[config.mk]
export PLATFORM = sky130hd
export DESIGN_NAME = dwr_remap
export DESIGN_NICKNAME = d
export VERILOG_FILES = /design/src/core/dwr_pkg.sv /design/src/core/dwr_dec_if.sv /design/src/core/dwr_remap.sv /design/src/core/dwr_decode.sv
export SDC_FILE = /design/constraint.sdc
export NUM_CORES = 1
export LEC_CHECK = 0
export CAP_MARGIN = 20
export CORE_UTILIZATION = 30
export CTS_CLUSTER_SIZE = 20
export DETAILED_ROUTE_END_ITERATION = 12
export DONT_BUFFER_PORTS = 1
export PLACE_DENSITY = 0.53
export SYNTH_ARGS = -nofsm -noshare
export SYNTH_HDL_FRONTEND = slang
export SYNTH_SLANG_ARGS = --single-unit
[constraint.sdc]
create_clock -name clk_sys -period 9.2 [get_ports clk_sys]
set_input_delay 1.84 -clock clk_sys [delete_from_list [all_inputs] [get_ports clk_sys]]
set_output_delay 1.84 -clock clk_sys [all_outputs]
set_load 0.02 [all_outputs]
[src/core/dwr_pkg.sv]
// Constants and types for the DRAM window address remap block
package dwr_pkg;
   localparam int ADDR_W = 40;
   localparam int OFF_W  = 39;
   localparam int SIZE_W = 4;
   localparam int FILL_W = 64;

   // Window bounds in the base map, and the linear DRAM offset each window starts at
   localparam logic [ADDR_W-1:0] W0_BASE = 40'h00_8000_0000;
   localparam logic [ADDR_W-1:0] W0_END  = 40'h00_FFFF_FFFF;
   localparam logic [ADDR_W-1:0] W0_OFF  = 40'h00_0000_0000;
   localparam logic [ADDR_W-1:0] W1_BASE = 40'h08_8000_0000;
   localparam logic [ADDR_W-1:0] W1_END  = 40'h0F_FFFF_FFFF;
   localparam logic [ADDR_W-1:0] W1_OFF  = 40'h00_8000_0000;
   localparam logic [ADDR_W-1:0] W2_BASE = 40'h88_0000_0000;
   localparam logic [ADDR_W-1:0] W2_END  = 40'hFF_FFFF_FFFF;
   localparam logic [ADDR_W-1:0] W2_OFF  = 40'h08_0000_0000;

   // Swap acts on the low 4GB, exchanging its two 2GB halves
   localparam int SWAP_BIT = 31;
   localparam int GB_SHIFT = 30;

   // Edges the strap synchroniser needs before its second stage holds the pin level
   localparam int SYNC_SETTLE = 2;

   localparam logic [SIZE_W-1:0] SIZE_2GB     = 4'h2;
   localparam logic [SIZE_W-1:0] SIZE_4GB     = 4'h4;
   localparam logic [SIZE_W-1:0] SIZE_8GB     = 4'h8;
   localparam logic [SIZE_W-1:0] SIZE_DEFAULT = 4'h4;

   localparam logic [FILL_W-1:0] FILL_PATTERN = 64'hCFDF_DFDF_DFDF_DFDF;

   typedef enum logic [2:0] {
      DWR_TGT_PERIPH = 3'b001,
      DWR_TGT_DRAM   = 3'b010,
      DWR_TGT_NONE   = 3'b100
   } dwr_target_e;
endpackage : dwr_pkg

[src/core/dwr_dec_if.sv]
// Signals between the remap top and its address decoder
`timescale 1ns/100ps
interface dwr_dec_if;
   logic [dwr_pkg::ADDR_W-1:0] addr;
   logic                       swap;
   logic [dwr_pkg::SIZE_W-1:0] size_gb;
   logic [dwr_pkg::ADDR_W-1:0] phys;
   logic [dwr_pkg::OFF_W-1:0]  dram_off;
   dwr_pkg::dwr_target_e       target;

   modport top (output addr, output swap, output size_gb, input phys, input dram_off, input target);
   modport dec (input addr, input swap, input size_gb, output phys, output dram_off, output target);
endinterface : dwr_dec_if

[src/core/dwr_remap.sv]
// DRAM window address remap top: strap capture, registered decode, fill tracking
`timescale 1ns/100ps
module dwr_remap
#(
   parameter int GRAN_BITS = 6
)
(
   input  wire logic                        clk_sys,
   input  wire logic                        reset_n,
   input  wire logic [dwr_pkg::SIZE_W-1:0]  dram_size_gb_setting,
   input  wire logic                        swap_variant,
   input  wire logic                        req_valid,
   input  wire logic                        req_write,
   input  wire logic [dwr_pkg::ADDR_W-1:0]  req_addr,
   output logic                             cfg_ready,
   output logic [dwr_pkg::SIZE_W-1:0]       cfg_size_gb,
   output logic                             rsp_valid,
   output logic                             rsp_write,
   output dwr_pkg::dwr_target_e             rsp_target,
   output logic [dwr_pkg::ADDR_W-1:0]       rsp_addr,
   output logic [dwr_pkg::OFF_W-1:0]        rsp_dram_off,
   output logic                             rsp_fill,
   output logic [dwr_pkg::FILL_W-1:0]       rsp_fill_data
);
   localparam int NGRAN = 1 << GRAN_BITS;
   localparam int SETTLE_W = $clog2(dwr_pkg::SYNC_SETTLE + 1);

   dwr_dec_if dec_if ();

   logic [dwr_pkg::SIZE_W-1:0] size_s1_q;
   logic [dwr_pkg::SIZE_W-1:0] size_s2_q;
   logic                       swap_s1_q;
   logic                       swap_s2_q;
   logic                       ready_q;
   logic                       ready_d;
   logic [dwr_pkg::SIZE_W-1:0] size_q;
   logic [dwr_pkg::SIZE_W-1:0] size_d;
   logic                       swap_q;
   logic                       swap_d;
   logic                       vld_q;
   logic                       vld_d;
   logic                       wr_q;
   logic                       wr_d;
   dwr_pkg::dwr_target_e       tgt_q;
   dwr_pkg::dwr_target_e       tgt_d;
   logic [dwr_pkg::ADDR_W-1:0] addr_q;
   logic [dwr_pkg::ADDR_W-1:0] addr_d;
   logic [dwr_pkg::OFF_W-1:0]  off_q;
   logic [dwr_pkg::OFF_W-1:0]  off_d;
   logic                       fill_q;
   logic                       fill_d;
   logic [dwr_pkg::FILL_W-1:0] pat_q;
   logic [NGRAN-1:0]           written_q;
   logic [NGRAN-1:0]           written_d;
   logic [GRAN_BITS-1:0]       gran;
   logic                       take;
   logic [SETTLE_W-1:0]        settle_q;
   logic [SETTLE_W-1:0]        settle_d;
   logic                       settle_done;

   // Straps come from outside the clock domain, so they pass two stages first
   always_ff @(posedge clk_sys or negedge reset_n)
   begin
      if (!reset_n)
      begin
         size_s1_q <= '0;
         size_s2_q <= '0;
         swap_s1_q <= 1'b0;
         swap_s2_q <= 1'b0;
      end
      else
      begin
         size_s1_q <= dram_size_gb_setting;
         size_s2_q <= size_s1_q;
         swap_s1_q <= swap_variant;
         swap_s2_q <= swap_s1_q;
      end
   end

   // Straps may only be captured once the second stage holds the pin level
   assign settle_done = (settle_q == SETTLE_W'(dwr_pkg::SYNC_SETTLE));

   always_comb
   begin
      settle_d = settle_q;
      if (!settle_done)
      begin
         settle_d = settle_q + SETTLE_W'(1);
      end
   end

   always_ff @(posedge clk_sys or negedge reset_n)
   begin
      if (!reset_n)
      begin
         settle_q <= '0;
      end
      else
      begin
         settle_q <= settle_d;
      end
   end

   // Settings are frozen once after reset; a live change would move DRAM under running code
   always_comb
   begin
      ready_d = ready_q;
      size_d  = size_q;
      swap_d  = swap_q;
      if (!ready_q && settle_done)
      begin
         ready_d = 1'b1;
         swap_d  = swap_s2_q;
         // Unsupported sizes fall back to the default rather than leaving DRAM unmapped
         if (size_s2_q == dwr_pkg::SIZE_2GB || size_s2_q == dwr_pkg::SIZE_4GB || size_s2_q == dwr_pkg::SIZE_8GB)
         begin
            size_d = size_s2_q;
         end
         else
         begin
            size_d = dwr_pkg::SIZE_DEFAULT;
         end
      end
   end

   assign dec_if.addr    = req_addr;
   assign dec_if.swap    = swap_q;
   assign dec_if.size_gb = size_q;

   dwr_decode u_decode
   (
      .d (dec_if)
   );

   // Requests before capture are dropped; the straps are not yet known
   assign take = req_valid && ready_q;
   assign gran = dec_if.dram_off[dwr_pkg::OFF_W-1 -: GRAN_BITS];

   // Written-granule tracking: coarse, so a partly written granule no longer reads as fill
   // With the default width all populated DRAM shares one granule; widen GRAN_BITS for finer tracking
   generate
      for (genvar g = 0; g < NGRAN; g++)
      begin : g_written
         always_comb
         begin
            written_d[g] = written_q[g];
            if (take && req_write && dec_if.target == dwr_pkg::DWR_TGT_DRAM && gran == GRAN_BITS'(g))
            begin
               written_d[g] = 1'b1;
            end
         end
      end
   endgenerate

   always_comb
   begin
      vld_d  = take;
      wr_d   = req_write;
      tgt_d  = dec_if.target;
      addr_d = dec_if.phys;
      off_d  = dec_if.dram_off;
      fill_d = take && !req_write && dec_if.target == dwr_pkg::DWR_TGT_DRAM && !written_q[gran];
      if (!take)
      begin
         wr_d   = wr_q;
         tgt_d  = tgt_q;
         addr_d = addr_q;
         off_d  = off_q;
      end
   end

   always_ff @(posedge clk_sys or negedge reset_n)
   begin
      if (!reset_n)
      begin
         ready_q   <= 1'b0;
         size_q    <= dwr_pkg::SIZE_DEFAULT;
         swap_q    <= 1'b0;
         vld_q     <= 1'b0;
         wr_q      <= 1'b0;
         tgt_q     <= dwr_pkg::DWR_TGT_PERIPH;
         addr_q    <= '0;
         off_q     <= '0;
         fill_q    <= 1'b0;
         pat_q     <= dwr_pkg::FILL_PATTERN;
         written_q <= '0;
      end
      else
      begin
         ready_q   <= ready_d;
         size_q    <= size_d;
         swap_q    <= swap_d;
         vld_q     <= vld_d;
         wr_q      <= wr_d;
         tgt_q     <= tgt_d;
         addr_q    <= addr_d;
         off_q     <= off_d;
         fill_q    <= fill_d;
         pat_q     <= dwr_pkg::FILL_PATTERN;
         written_q <= written_d;
      end
   end

   // Every output is a flop, so the decode path ends at the response registers
   assign cfg_ready     = ready_q;
   assign cfg_size_gb   = size_q;
   assign rsp_valid     = vld_q;
   assign rsp_write     = wr_q;
   assign rsp_target    = tgt_q;
   assign rsp_addr      = addr_q;
   assign rsp_dram_off  = off_q;
   assign rsp_fill      = fill_q;
   assign rsp_fill_data = pat_q;
endmodule : dwr_remap

[src/core/dwr_decode.sv]
// Combinational window decoder: swap, window match, linear offset, size check
`timescale 1ns/100ps
module dwr_decode
(
   dwr_dec_if.dec d
);
   logic [dwr_pkg::ADDR_W-1:0] phys;
   logic [dwr_pkg::ADDR_W-1:0] lin;
   logic [dwr_pkg::ADDR_W-1:0] limit;
   logic                       hit;

   always_comb
   begin
      phys = d.addr;
      if (d.swap && (d.addr[dwr_pkg::ADDR_W-1:dwr_pkg::SWAP_BIT+1] == '0))
      begin
         phys[dwr_pkg::SWAP_BIT] = ~d.addr[dwr_pkg::SWAP_BIT];
      end
      hit = 1'b1;
      lin = '0;
      // Windows stack into one linear space, so no two addresses reach one byte
      if (phys >= dwr_pkg::W0_BASE && phys <= dwr_pkg::W0_END)
      begin
         lin = phys - dwr_pkg::W0_BASE + dwr_pkg::W0_OFF;
      end
      else if (phys >= dwr_pkg::W1_BASE && phys <= dwr_pkg::W1_END)
      begin
         lin = phys - dwr_pkg::W1_BASE + dwr_pkg::W1_OFF;
      end
      else if (phys >= dwr_pkg::W2_BASE)
      begin
         lin = phys - dwr_pkg::W2_BASE + dwr_pkg::W2_OFF;
      end
      else
      begin
         hit = 1'b0;
      end
      limit = {{(dwr_pkg::ADDR_W-dwr_pkg::SIZE_W-dwr_pkg::GB_SHIFT){1'b0}}, d.size_gb,
               {dwr_pkg::GB_SHIFT{1'b0}}};
      d.phys     = phys;
      d.dram_off = lin[dwr_pkg::OFF_W-1:0];
      if (!hit)
      begin
         d.target = dwr_pkg::DWR_TGT_PERIPH;
      end
      else if (lin < limit)
      begin
         d.target = dwr_pkg::DWR_TGT_DRAM;
      end
      else
      begin
         d.target = dwr_pkg::DWR_TGT_NONE;
      end
   end
endmodule : dwr_decode

# After elaboration in Yosys (flattened, before gate mapping)
# Index checks and enable logic that the tools add are counted.
# classes
mux	12
n_bitwise	1
magnitude_cmp	7
n_reduce_logical	81
add_sub_neg	6
n_eq_ne	68
# ops
op	n
6-bit equality test, second input constant	32
40-bit 2-to-1 mux	3
6-bit by 5-bit equality test with 1-bit output, second input constant	16
1-bit logical AND	74
6-bit by 4-bit equality test with 1-bit output, second input constant	8
40-bit by 32-bit adder with 40-bit output, second input constant	1
40-bit by 36-bit adder with 40-bit output, second input constant	1
40-bit by 32-bit greater-or-equal comparator with 1-bit output, second input constant	1
40-bit by 36-bit greater-or-equal comparator with 1-bit output, second input constant	1
40-bit greater-or-equal comparator, second input constant	1
40-bit by 32-bit <= comparator with 1-bit output, second input constant	1
40-bit by 36-bit <= comparator with 1-bit output, second input constant	1
40-bit by 34-bit less-than comparator with 1-bit output	1
40-bit by 32-bit subtractor with 40-bit output, second input constant	1
40-bit by 36-bit subtractor with 40-bit output, second input constant	1
40-bit subtractor, second input constant	1
6-bit by 3-bit equality test with 1-bit output, second input constant	4
6-bit by 2-bit equality test with 1-bit output, second input constant	2
8-bit zero test	1
6-bit by 7-bit less-than comparator with 1-bit output, second input constant	1
1-bit binary-select mux with 6-bit select	1
6-bit by 1-bit equality test with 1-bit output, second input constant	1
6-bit zero test	1
3-bit 2-to-1 mux	2
other kinds (11)	18
# totals
inputBits	49
regBits	167

# Longest topological paths before layout
# logic_depth
word_depth	14
mapped_depth	16
depth_no_buf	15

# Cells and area by module
# Synthesis repeated with hierarchy kept, for this count alone.
# hier_totals
hier_cells	654
hier_area_um2	8077.7
# modules_own_cells
mod	cells_each	area_each_um2	instances
dwr_remap	493	6982.9	1
dwr_decode	161	1094.8	1

# Worst setup path after synthesis
# No wires, ideal clock.
# synth_path
kind	input -> register
from	input port req_addr[36] (netlist name)
to	register fill_q (netlist: rsp_fill)
path_slack_ns	3.806
t_arrival_ns	5.325
cell_stages	16
t_required_ns	9.132
setup_time_ns	0.068
path_cell_list	buf_2 -> nor4_2 -> nand3_1 -> xnor2_1 -> ha_1 -> nor4b_1 -> nand4_1 -> or4_1 -> nor2_1 -> nor2_1 -> nor2_1 -> ha_1 -> a211oi_1 -> o211ai_1 -> nor4_4 -> and4b_1
# synth_between
elab_chain_len	14
# synth_rtl
item	line	rtl
start, declared	dwr_remap.sv:14	input wire logic [dwr_pkg::ADDR_W-1:0] req_addr,
8-bit zero test	dwr_decode.sv:15	if (d.swap && (d.addr[dwr_pkg::ADDR_W-1:dwr_pkg::SWAP_BIT+1] == '0))
1-bit logical AND	dwr_decode.sv:15	
1-bit 2-to-1 mux	dwr_decode.sv:15	
40-bit subtractor	dwr_decode.sv:32	lin = phys - dwr_pkg::W2_BASE + dwr_pkg::W2_OFF;
40-bit by 36-bit adder with 40-bit output	dwr_decode.sv:32	
40-bit 2-to-1 mux	dwr_decode.sv:30	else if (phys >= dwr_pkg::W2_BASE)
40-bit 2-to-1 mux	dwr_decode.sv:26	else if (phys >= dwr_pkg::W1_BASE && phys <= dwr_pkg::W1_END)
40-bit 2-to-1 mux (*)	dwr_decode.sv:22	if (phys >= dwr_pkg::W0_BASE && phys <= dwr_pkg::W0_END)
via dec_if.dram_off, one bit	dwr_dec_if.sv:8	logic [dwr_pkg::OFF_W-1:0] dram_off;
40-bit by 34-bit less-than comparator with 1-bit output	dwr_decode.sv:46	else if (lin < limit)
3-bit 2-to-1 mux	dwr_decode.sv:46	
3-bit 2-to-1 mux	dwr_decode.sv:42	if (!hit)
3-bit by 2-bit equality test with 1-bit output	dwr_remap.sv:162	fill_d = take && !req_write && dec_if.target == dwr_pkg::DWR_TGT_DRAM && !written_q[gran];
1-bit logical AND	dwr_remap.sv:162	
1-bit logical AND (*)	dwr_remap.sv:162	
via fill_d	dwr_remap.sv:51	logic fill_d;
end signal, assigned	dwr_remap.sv:198	fill_q <= fill_d;
end, declared	dwr_remap.sv:50	logic fill_q;
# Mark *: on every way through the listed nets, which the timed path passes. The rest lies on a longest branch. The select of a mux whose other input is x is not followed.
# A chain may end at the register's enable or synchronous reset.

# Worst setup path after layout
# layout_path
from	input port req_addr[35] (netlist name)
to	register fill_q (netlist: rsp_fill)
# The elaborated chain is that of the path after synthesis.

==> qor.yml <==
min_path:
  hold_path.class: "flip-flop to flip-flop"
sta:
  max_slew_margin_pct: 37.4
  clock_skew_ns: 0.0103
  rsz0062_at_grt: "no"
  setup_tns_ns: 0
  timing.hold.ws_ns: 0.355
  worst_pin_slew_ns: 0.939
  fmax_mhz: 180
  setup_viol: 0
  min_period_ns: 5.55
  finalCritPeriodShare_pct: 60.3
  slew_violations: 0
  finalHoldViolCount: 0
clocking:
  cts_buffers: 9
  htree_levels: 3
  post_cts_buffers: 0
  cts_tree: "done"
  cts_hold_repair.buffers: 0
  clockBufferDepth: 2
  cts_num_sinks: 111
  cts.repair.resized: 0
  clock-root-buffer: "clkbuf_16"
  clk_latency_ns: 0.35
  path_clk_slew_ns: 0.08
die:
  die_area_sq_um: 17500
  num_rows: 47
  die_h_um: 132
  start_util_pct: 30.8
  core-area_sq_um: 16600
  ioPinCount: 203
  die_width_um: 132
logic_synthesis:
  synth_top_area_share_pct: 53.4
  synth_edf_count: 0
  avgSynthCellArea_sq_um: 9.56
  synthTopCellsByArea: "dfrtp_1 53%, nand2_1 12%, buf_4 9.4%"
  synth_seq_cells: 111
  syn_area_sq_um: 5110
  yosysSeqAreaShare_pct: 54.4
  yosysUniqueCellTypes: 55
  yosysWarningCount: 0
  postSynthCellCount: 534
  async_reset_ff_share_pct: 100
  synthFlopType: "dfrtp_1"
  synth_top_area_cell: "dfrtp_1"
worst_setup_path:
  end_kind: "flip-flop"
  criticalPathCategory: "input port to flip-flop"
  required_ns: 9.49
  crit_path_start_kind: "input port"
  cp_max_fo: 8
  worstPathArrival_ns: 5.84
power:
  p_leak_nw: 2.56
  powerDensity_nw_per_um2: 206
  ir_worst_vdd_v: 0.0000809
placement:
  io_buffer_count: 0
  placedInstanceArea_sq_um: 5020
  place_hpwl_um: 8950
  gp_congestion: 0.953
layout:
  final-seq-area_sq_um: 2780
  syn_to_final_growth_pct: 4.73
  multiInputGateArea_sq_um: 1920
  final_area_sq_um: 5350
  nets: 572
  nFillCells: 1719
  final_util_pct: 32.2
  diodes: 0
  layout-drive-gt1-share_pct: 6.91
global_route:
  grt-ovfl-total: 0
  grt_first_pass_wirelength_um: 19500
  first_global_vias: 3437
  antenna_found_initial: 0
  grt_max_degree: 112
  track_usage_pct: 14.7
routing:
  drtAntennaViolNets: 0
  firstDrtPassIters: 4
  wl_um: 12500
  vias: 3464
  drt_iter0_drc: 147
  wl_per_cell_um: 16.9
  avgViaCountPerCell: 4.67
  drc_errors: 0
outcome:
  outcome: "finished clean"
job:
  maxCapViolCount: 0
## final timing paths
check	startpoint	to	slack [ns]	cells after the start
worst max register to register	dec_if.swap	rsp_fill	5.25	14
worst min register to register	size_s1_q[2]	size_s2_q[2]	0.36	0
min in group asynchronous	reset_n	rsp_addr[35]	1.17	0
worst min-delay path	size_s1_q[2]	size_s2_q[2]	0.36	0
max in group asynchronous	reset_n	rsp_dram_off[25]	7.78	0
worst max-delay path	req_addr[35]	rsp_fill	3.65	15
## flip-flops by register name, summed over array words and instances, names as in the netlist, 2 cells and up
register	count
rsp_addr	40
rsp_dram_off	39
written_q	8
cfg_size_gb	4
size_s1_q	4
size_s2_q	4
rsp_target	3
settle_q	2
## synthesized netlist by cell type (3+ instances only)
master / n
nand2_1: 168
dfrtp_1: 109
buf_4: 64
o21ai_0: 44
clkbuf_1: 18
a21oi_1: 13
inv_1: 11
nor2_1: 10
nor4_1: 10
ha_1: 7
buf_1: 5
nand2b_1: 5
mux2_2: 4
a31oi_1: 3
and3_1: 3
nand3_1: 3
o41ai_1: 3
## critical path: stages
cell and delay [ns]:
nor4_2 0.48, nand3_1 0.16, xnor2_1 0.29, ha_1 0.22, nor4b_1 0.24, nand4_1 0.25
or4_1 0.61, nor2_1 0.34, nor2_1 0.11, nor2_1 0.11, ha_1 0.25, a211oi_1 0.24
o211ai_1 0.17, nor4_4 0.27, and4b_1 0.25
## cell type report
class                   count  share of cell area (%)
flip-flops and latches    111                    52.0
multi-input cells         381                    35.8
well taps                 220                    5.15
clock buffers              10                    4.47
clock inverters             6                    1.57
inverters                  12                   0.842
repair buffers              1                   0.140
## per-stage QoR
stage	worst slack (ns)	cells	total power [mW]
floorplan	3.81	596	0.694
global placement	3.59	725	0.693
detailed placement	3.33	725	0.696
CTS	3.71	741	1.12
global route	3.26	741	1.16
finish	3.65	741	1.10
## cell usage in the layout (no fill, tap or decap), types with 3 or more instances in the layout
master and instances:
inv_1 11, clkbuf_16 9, inv_6 3, conb_1 64
o41ai_1 3, mux2_2 4, o21ai_0 44, dfrtp_1 109
nand2_1 167, a31oi_1 3, nor4_1 10, a21oi_1 13
ha_1 7, nand3_1 3, nand2b_1 5, nor2_1 10
and3_1 3
## routing by layer
| layer | GRT usage, % | vias up | part of all wire (%) |
|---|---|---|---|
| li1 | - | 1599 | - |
| met1 | 16.4 | 1651 | 39 |
| met2 | 24.1 | 183 | 48 |
| met3 | 5.17 | 31 | 9.3 |
| met4 | 8.81 | 0 | 3.5 |
| met5 | 0 | - | 0 |
## cell families after synthesis
family / synth area share (%)
xor+xnor: 0.515
flops: 54.4
simple gates: 19.6
fa+ha+maj: 1.72
buf+inv: 12.7
mux: 1.08
compound gates: 9.80
other cells: 0.147
## where the power goes
part	leakage [nW]	switching, mW	total [mW]	internal, mW
Sequential	1.39	0.0688	0.593	0.524
Clock	0.159	0.192	0.418	0.226
Combinational	1.01	0.0676	0.0927	0.0251
Total	2.56	0.328	1.10	0.775
Note: power is estimated with default switching activity, not from simulation.
